**config.mk**
```make
export PLATFORM = sky130hd
export DESIGN_NAME = cache_id_regs
export DESIGN_NICKNAME = d
export VERILOG_FILES = /design/src/rtl/cache_id_pkg.sv /design/src/rtl/cache_id_regs.sv
export SDC_FILE = /design/constraint.sdc
export NUM_CORES = 1
export LEC_CHECK = 0
export BUFFER_PORTS_ARGS = -buffer_cell sky130_fd_sc_hd__buf_2
export CAP_MARGIN = 20
export CORE_ASPECT_RATIO = 0.9
export CORE_MARGIN = 2
export CORE_UTILIZATION = 41
export DETAILED_ROUTE_END_ITERATION = 8
export GPL_ROUTABILITY_DRIVEN = 0
export PLACE_DENSITY = 0.78
export SLEW_MARGIN = 10
export SYNTH_ARGS = -nofsm -noshare
export SYNTH_HDL_FRONTEND = slang
export SYNTH_SLANG_ARGS = --single-unit
```
**constraint.sdc**
```tcl
create_clock -name clk -period 1.62 [get_ports clk]
set_input_delay 0.162 -clock clk [delete_from_list [all_inputs] [get_ports clk]]
set_output_delay 0.162 -clock clk [all_outputs]
set_load 0.05 [all_outputs]
```
**src/rtl/cache_id_pkg.sv**
```systemverilog
// constants, field layout and carrier types of the cache identification bank
package cache_id_pkg;

   // ****************************************
   // coprocessor access codes
   // ****************************************
   localparam logic [3:0] CRN_ID            = 4'h0;
   localparam logic [3:0] CRM_ID            = 4'h0;
   localparam logic [2:0] OP1_LEVEL_ONE_ID  = 3'h1;
   localparam logic [2:0] OP1_SELECT        = 3'h2;
   localparam logic [2:0] OP2_SIZE_ID       = 3'h0;
   localparam logic [2:0] OP2_LEVEL_ID      = 3'h1;
   localparam logic [2:0] OP2_AUX_ID        = 3'h7;
   localparam logic [2:0] OP2_SELECT        = 3'h0;

   // ****************************************
   // selection register layout
   // ****************************************
   localparam int         SEL_LEVEL_LSB     = 1;
   localparam int         SEL_IND_BIT       = 0;
   localparam logic [2:0] SEL_LEVEL1        = 3'h0;
   localparam logic [2:0] SEL_LEVEL2        = 3'h1;
   localparam logic [3:0] SEL_RESET         = 4'h0;

   // ****************************************
   // size word layout and per-cache attributes
   // ****************************************
   localparam int         SIZE_SETS_LSB     = 13;
   localparam int         SIZE_WAYS_LSB     = 3;
   localparam logic [3:0] L1D_POLICY        = 4'h7;
   localparam logic [3:0] L1I_POLICY        = 4'h2;
   localparam logic [3:0] L2_POLICY         = 4'h7;
   localparam int         L1D_WAYS          = 4;
   localparam int         L1I_WAYS          = 2;
   localparam int         L2_WAYS           = 8;
   localparam logic [2:0] L1D_LINE_CODE     = 3'h2;
   localparam logic [2:0] L1I_LINE_CODE     = 3'h1;
   localparam logic [2:0] L2_LINE_CODE      = 3'h2;
   localparam int         L1D_LINE_BYTES    = 64;
   localparam int         L1I_LINE_BYTES    = 32;
   localparam int         L2_LINE_BYTES     = 64;
   localparam logic [31:0] SIZE_RESERVED    = 32'h0000_0000;

   // ****************************************
   // level identification fields
   // ****************************************
   localparam logic [2:0] UNIF_UNI_LEVEL    = 3'h1;
   localparam logic [2:0] COH_LEVEL_NO_L2   = 3'h1;
   localparam logic [2:0] COH_LEVEL_L2      = 3'h2;
   localparam logic [2:0] UNIF_IS_LEVEL     = 3'h1;
   localparam logic [2:0] L2_TYPE_NONE      = 3'h0;
   localparam logic [2:0] L2_TYPE_UNIFIED   = 3'h4;
   localparam logic [2:0] L1_TYPE_SPLIT     = 3'h3;
   localparam logic [31:0] AUX_ID_VALUE     = 32'h0000_0000;

   // ****************************************
   // carriers
   // ****************************************
   typedef struct packed {
      logic        valid;
      logic        write;
      logic        secure;
      logic        privileged;
      logic [2:0]  opcode1;
      logic [3:0]  crn;
      logic [3:0]  crm;
      logic [2:0]  opcode2;
      logic [31:0] wdata;
   } cp_req_t;

   typedef struct packed {
      logic        valid;
      logic        undef;
      logic [31:0] rdata;
   } cp_resp_t;

endpackage

```
**src/rtl/cache_id_regs.sv**
```systemverilog
// cache identification and selection registers on the coprocessor port
// Operation
// - size word follows cache picked by selection level and type fields
// - selection level at bits 3..1: 0 level one, 1 level two, rest reserved
// - selection bit 0: zero data or unified, one instruction cache
// - uniprocessor unification level field 29..27 reads 1
// - coherency level 26..24 reads 1 without level two, 2 with it
// - inner shareable unification level 23..21 reads 1
// - level-two type 5..3 reads 0 when absent, 4 unified when present
// - level-one type 2..0 reads 3, split instruction and data
// - level register read-only, common, privileged; 31..30 and 20..6 zero
// - auxiliary identification reads zero, writes ignored
// - selection read/write, banked per security state, privileged only
// - size word: policy bits 31..28, sets 27..13, ways 12..3, line 2..0
`timescale 1ns/1ps
module cache_id_regs
   import cache_id_pkg::*;
#(
   parameter int L1I_SIZE_KB = 32,
   parameter int L1D_SIZE_KB = 32,
   parameter bit L2_PRESENT  = 1'b1,
   parameter int L2_SIZE_KB  = 512
) (
   input  wire logic     clk,
   input  wire logic     rst_n,
   input  wire cp_req_t  cpReq,
   output cp_resp_t      cpResp
);

   // ****************************************
   // derived identification words
   // ****************************************
   function automatic logic [31:0] sizeWord(input logic [3:0] policy, input int kb,
                                            input int ways, input int lineBytes,
                                            input logic [2:0] lineCode);
      int sets;
      logic [31:0] w;
      sets = (kb * 1024) / (ways * lineBytes) - 1;
      w = '0;
      w[31:28] = policy;
      w[27:SIZE_SETS_LSB] = 15'(sets);
      w[12:SIZE_WAYS_LSB] = 10'(ways - 1);
      w[2:0] = lineCode;
      return w;
   endfunction

   localparam logic [31:0] L1D_WORD =
      sizeWord(L1D_POLICY, L1D_SIZE_KB, L1D_WAYS, L1D_LINE_BYTES, L1D_LINE_CODE);
   localparam logic [31:0] L1I_WORD =
      sizeWord(L1I_POLICY, L1I_SIZE_KB, L1I_WAYS, L1I_LINE_BYTES, L1I_LINE_CODE);
   localparam logic [31:0] L2_WORD =
      sizeWord(L2_POLICY, L2_SIZE_KB, L2_WAYS, L2_LINE_BYTES, L2_LINE_CODE);

   localparam logic [31:0] LEVEL_WORD = {2'b00,
      UNIF_UNI_LEVEL,
      (L2_PRESENT ? COH_LEVEL_L2 : COH_LEVEL_NO_L2),
      UNIF_IS_LEVEL,
      15'h0000,
      (L2_PRESENT ? L2_TYPE_UNIFIED : L2_TYPE_NONE),
      L1_TYPE_SPLIT};

   function automatic logic [31:0] pickSize(input logic [3:0] sel);
      logic [2:0] lvl;
      lvl = sel[3:SEL_LEVEL_LSB];
      if (lvl == SEL_LEVEL1 && !sel[SEL_IND_BIT]) begin
         return L1D_WORD;
      end else if (lvl == SEL_LEVEL1) begin
         return L1I_WORD;
      end else if (lvl == SEL_LEVEL2 && !sel[SEL_IND_BIT] && L2_PRESENT) begin
         return L2_WORD;
      end
      return SIZE_RESERVED;
   endfunction

   // ****************************************
   // state
   // ****************************************
   typedef struct packed {
      logic [3:0] selSecure;
      logic [3:0] selNonSecure;
      cp_resp_t   resp;
   } state_t;

   state_t state_reg;
   state_t state_next;

   // ****************************************
   // access decode
   // ****************************************
   always_comb begin
      logic       hit;
      logic [3:0] curSel;
      hit        = cpReq.valid && cpReq.crn == CRN_ID && cpReq.crm == CRM_ID;
      curSel     = cpReq.secure ? state_reg.selSecure : state_reg.selNonSecure;
      state_next = state_reg;
      state_next.resp.valid = cpReq.valid;
      state_next.resp.undef = 1'b0;
      state_next.resp.rdata = '0;
      if (cpReq.valid) begin
         if (!cpReq.privileged) begin
            state_next.resp.undef = 1'b1;
         end else if (hit && cpReq.opcode1 == OP1_SELECT && cpReq.opcode2 == OP2_SELECT) begin
            if (cpReq.write) begin
               if (cpReq.secure) begin
                  state_next.selSecure = cpReq.wdata[3:0];
               end else begin
                  state_next.selNonSecure = cpReq.wdata[3:0];
               end
            end else begin
               state_next.resp.rdata = {28'h000_0000, curSel};
            end
         end else if (hit && cpReq.opcode1 == OP1_LEVEL_ONE_ID
                      && cpReq.opcode2 == OP2_AUX_ID) begin
            if (!cpReq.write) begin
               state_next.resp.rdata = AUX_ID_VALUE;
            end
         end else if (hit && cpReq.opcode1 == OP1_LEVEL_ONE_ID && !cpReq.write
                      && cpReq.opcode2 == OP2_SIZE_ID) begin
            state_next.resp.rdata = pickSize(curSel);
         end else if (hit && cpReq.opcode1 == OP1_LEVEL_ONE_ID && !cpReq.write
                      && cpReq.opcode2 == OP2_LEVEL_ID) begin
            state_next.resp.rdata = LEVEL_WORD;
         end else begin
            state_next.resp.undef = 1'b1;
         end
      end
   end

   // ****************************************
   // registers
   // ****************************************
   always_ff @(posedge clk) begin
      if (!rst_n) begin
         state_reg <= '{selSecure: SEL_RESET, selNonSecure: SEL_RESET, resp: '0};
      end else begin
         state_reg <= state_next;
      end
   end

   assign cpResp = state_reg.resp;

endmodule

```
==> impl_metrics.env <==
export IMPL_ant_nets=0
export IMPL_yosysUniqueCellTypes=33
export IMPL_r2r_slack_ns=0.16
export IMPL_path_buf_inv=0
export IMPL_fin_nets=230
export IMPL_critPathTopFamily="simple AND/OR/NAND/NOR gates"
export IMPL_grt_remaining_overflow=0
export IMPL_hold_viol=0
export IMPL_coreArea_um2=2995
export IMPL_utilization=0.4724
export IMPL_met1_length_um=1031
export IMPL_ir_drop_mv=0.2299
export IMPL_htreeDepth=1
export IMPL_die_h_um=56.57
export IMPL_hold_class="in2reg"
export IMPL_syn_area_per_cell_um2=8.741
export IMPL_portBuffers=46
export IMPL_timing_fmax_mhz=685.7
export IMPL_die_x_um=62.41
export IMPL_grt_max_degree=13
export IMPL_leakagePower_nw=0.6809
export IMPL_drt_iter0_drc=55
export IMPL_dr_wl_met2_um=1033
export IMPL_cts_setup_buffers=0
export IMPL_cts_tree="yes"
export IMPL_cpMostUsedCell="a21oi_1"
export IMPL_cp_arrival_ns=1.71
export IMPL_hpwlAfterDp_um=1855
export IMPL_synth_cell_area_um2=1259
export IMPL_critical_path_class="reg2reg"
export IMPL_post_cts_resize_count=0
export IMPL_synth_largest_type_area_fraction=0.3658
export IMPL_routed_top_layer="met4"
export IMPL_area_delta_synth_final_pct=12.43
export IMPL_fin_crit_ns=1.458
export IMPL_fin_crit_sh=0.9003
export IMPL_io_pins=86
export IMPL_layout_drive_gt1_share=0.3672
export IMPL_largest_register_ffs=15
export IMPL_slowest_delay_ns=0.67
export IMPL_ys_seq_elements=23
export IMPL_dieArea_um2=3530
export IMPL_fin_setup_tns_ns=0
export IMPL_startpoint_type="flip-flop"
export IMPL_synth_edf_count=0
export IMPL_cts_buffers=3
export IMPL_clock_skew_ns=0.004599
export IMPL_rsz0062_at_grt="false"
export IMPL_clk_pin_slew_worst_paths_ns=0.12
export IMPL_cp_end_kind="flip-flop"
export IMPL_post_drt_wl_per_cell_um=10.33
export IMPL_final_cells=219
export IMPL_maxSlewViolCount=0
export IMPL_antenna_found_initial=0
export IMPL_final_setup_worst_slack_ns=0.1616
export IMPL_hold_buffers=0
export IMPL_critPathSlowestCell="or4b_2"
export IMPL_required_ns=1.87
export IMPL_synth_area_leader_cell="dfxtp_1"
export IMPL_placedCellCount=215
export IMPL_ys_async_sr_fraction=0
export IMPL_finalSetupViolCount=0
export IMPL_clk_insertion_delay_late_ns=0.31
export IMPL_start_util=0.4202
export IMPL_yosysWarningCount=0
export IMPL_cts_root_buf="clkbuf_4"
export IMPL_maxCapViolations=0
export IMPL_status="finished, final reports clean"
export IMPL_wl_met3_um=163
export IMPL_diodes=0
export IMPL_power_density_nw_per_um2=693.9
export IMPL_dr_pass1_iters=4
export IMPL_via_per_inst=4.758
export IMPL_drc=0
export IMPL_worstPathCellList="or4b_2, a21oi_1, o21ai_0, a21oi_1"
export IMPL_grt_usage=0.1351
export IMPL_routed_wl_um=2263
export IMPL_clkSinkCount=23
export IMPL_synth_cells=144
export IMPL_dpl_worst_slack_ns=0.03387
export IMPL_critPathMaxFanout=4
export IMPL_rows=19
export IMPL_clk_path_buf_depth=2
export IMPL_ys_seq_area_frac=0.3658
export IMPL_synth_area_top_cells="dfxtp_1 37%, buf_4 20%, mux2i_1 6.4%"
export IMPL_grt_pass1_wl_um=3850
export IMPL_ys_flop_type="dfxtp_1"
export IMPL_first_global_vias=916
export IMPL_via_count=1042
## worst register-to-register path, cell delays in order (launching register included)
cell and delay [ns]:
dfxtp_1 0.36, or4b_2 0.67, a21oi_1 0.16, o21ai_0 0.08, a21oi_1 0.14
## path summary, 6_finish.rpt
kind / startpoint / end / depth (start not counted)
max: state_reg[41]$_SDFFE_PN0P_ / cpResp[0]$_SDFF_PN0_ / 4
min: cpReq[2] / state_reg[36]$_SDFFE_PN0P_ / 3
max reg2reg: state_reg[41]$_SDFFE_PN0P_ / cpResp[0]$_SDFF_PN0_ / 4
min reg2reg: state_reg[34]$_SDFFE_PN0P_ / state_reg[34]$_SDFFE_PN0P_ / 2
## synth_stat cells (3+ instances only)
cell type  instances
nor4_1             4
a21oi_1            7
nor2b_1            3
o21a_1             3
buf_4             34
mux2i_1            8
o21ai_0            6
dfxtp_1           23
nand4_1            7
nand2_1            9
nor4b_1            3
nor3_1             4
and2_1             3
nor2_1             6
## stage by stage
stage | cell area [um^2] | hold slack, ns | total power, mW
6_report | 1415 | 0.09892 | 0.9820
4_1_cts | 1415 | 0.09325 | 0.9926
5_1_grt | 1415 | 0.09883 | 1.035
3_5_place_dp | 1389 | 0.4307 | 0.7382
2_1_floorplan | 1296 | 0.2507 | 0.7124
3_3_place_gp | 1389 | 0.4234 | 0.7369
## cell type report
| type | count | area (um^2) |
|---|---|---|
| Timing Repair Buffer | 57 | 312.8 |
| Inverter | 1 | 3.754 |
| Multi-Input combinational cell | 92 | 559.3 |
| Tap cell | 42 | 52.55 |
| Fill cell | 304 | 1580 |
| Clock buffer | 4 | 26.28 |
| Sequential cell | 23 | 460.4 |
## cells by family after synthesis
logic type | share of synthesized area
AND/OR/NAND/NOR | 0.2485
buffers and inverters | 0.2197
flip-flops | 0.3658
AO/OA/AOI/OAI | 0.09244
multiplexers | 0.06362
XOR/XNOR | 0.006960
other | 0.002979
## metal layers
| layer | global-route usage | vias up |
|---|---|---|
| met2 | 0.2304 | 44 |
| met5 | 0 | - |
| met3 | 0.01403 | 4 |
| met4 | 0.06667 | 0 |
| li1 | - | 530 |
| met1 | 0.1706 | 464 |
## placed cells by master (no fill, tap or decap), types with 2 or more instances in the layout
master and instances:
nor4b_1 3, dfxtp_1 23, o21a_1 3, nand4_1 7, nand2_1 9, and3_1 2
nand3_1 2, a21oi_1 7, clkbuf_4 3, buf_2 46, nor3_1 4, conb_1 11
and2_1 3, o21ai_0 6, o22ai_1 2, nor4_1 4, nor2_1 6, mux2i_1 8
buf_4 11, nor2b_1 3, nor3b_1 2
## where the power goes
group          internal [mW]  switching, mW  total, mW
Combinational         0.0449          0.113      0.158
Sequential             0.568       0.000653      0.569
Clock                 0.0961          0.160      0.256
Total                  0.709          0.273      0.982
Power figures use the tool's default switching activity.
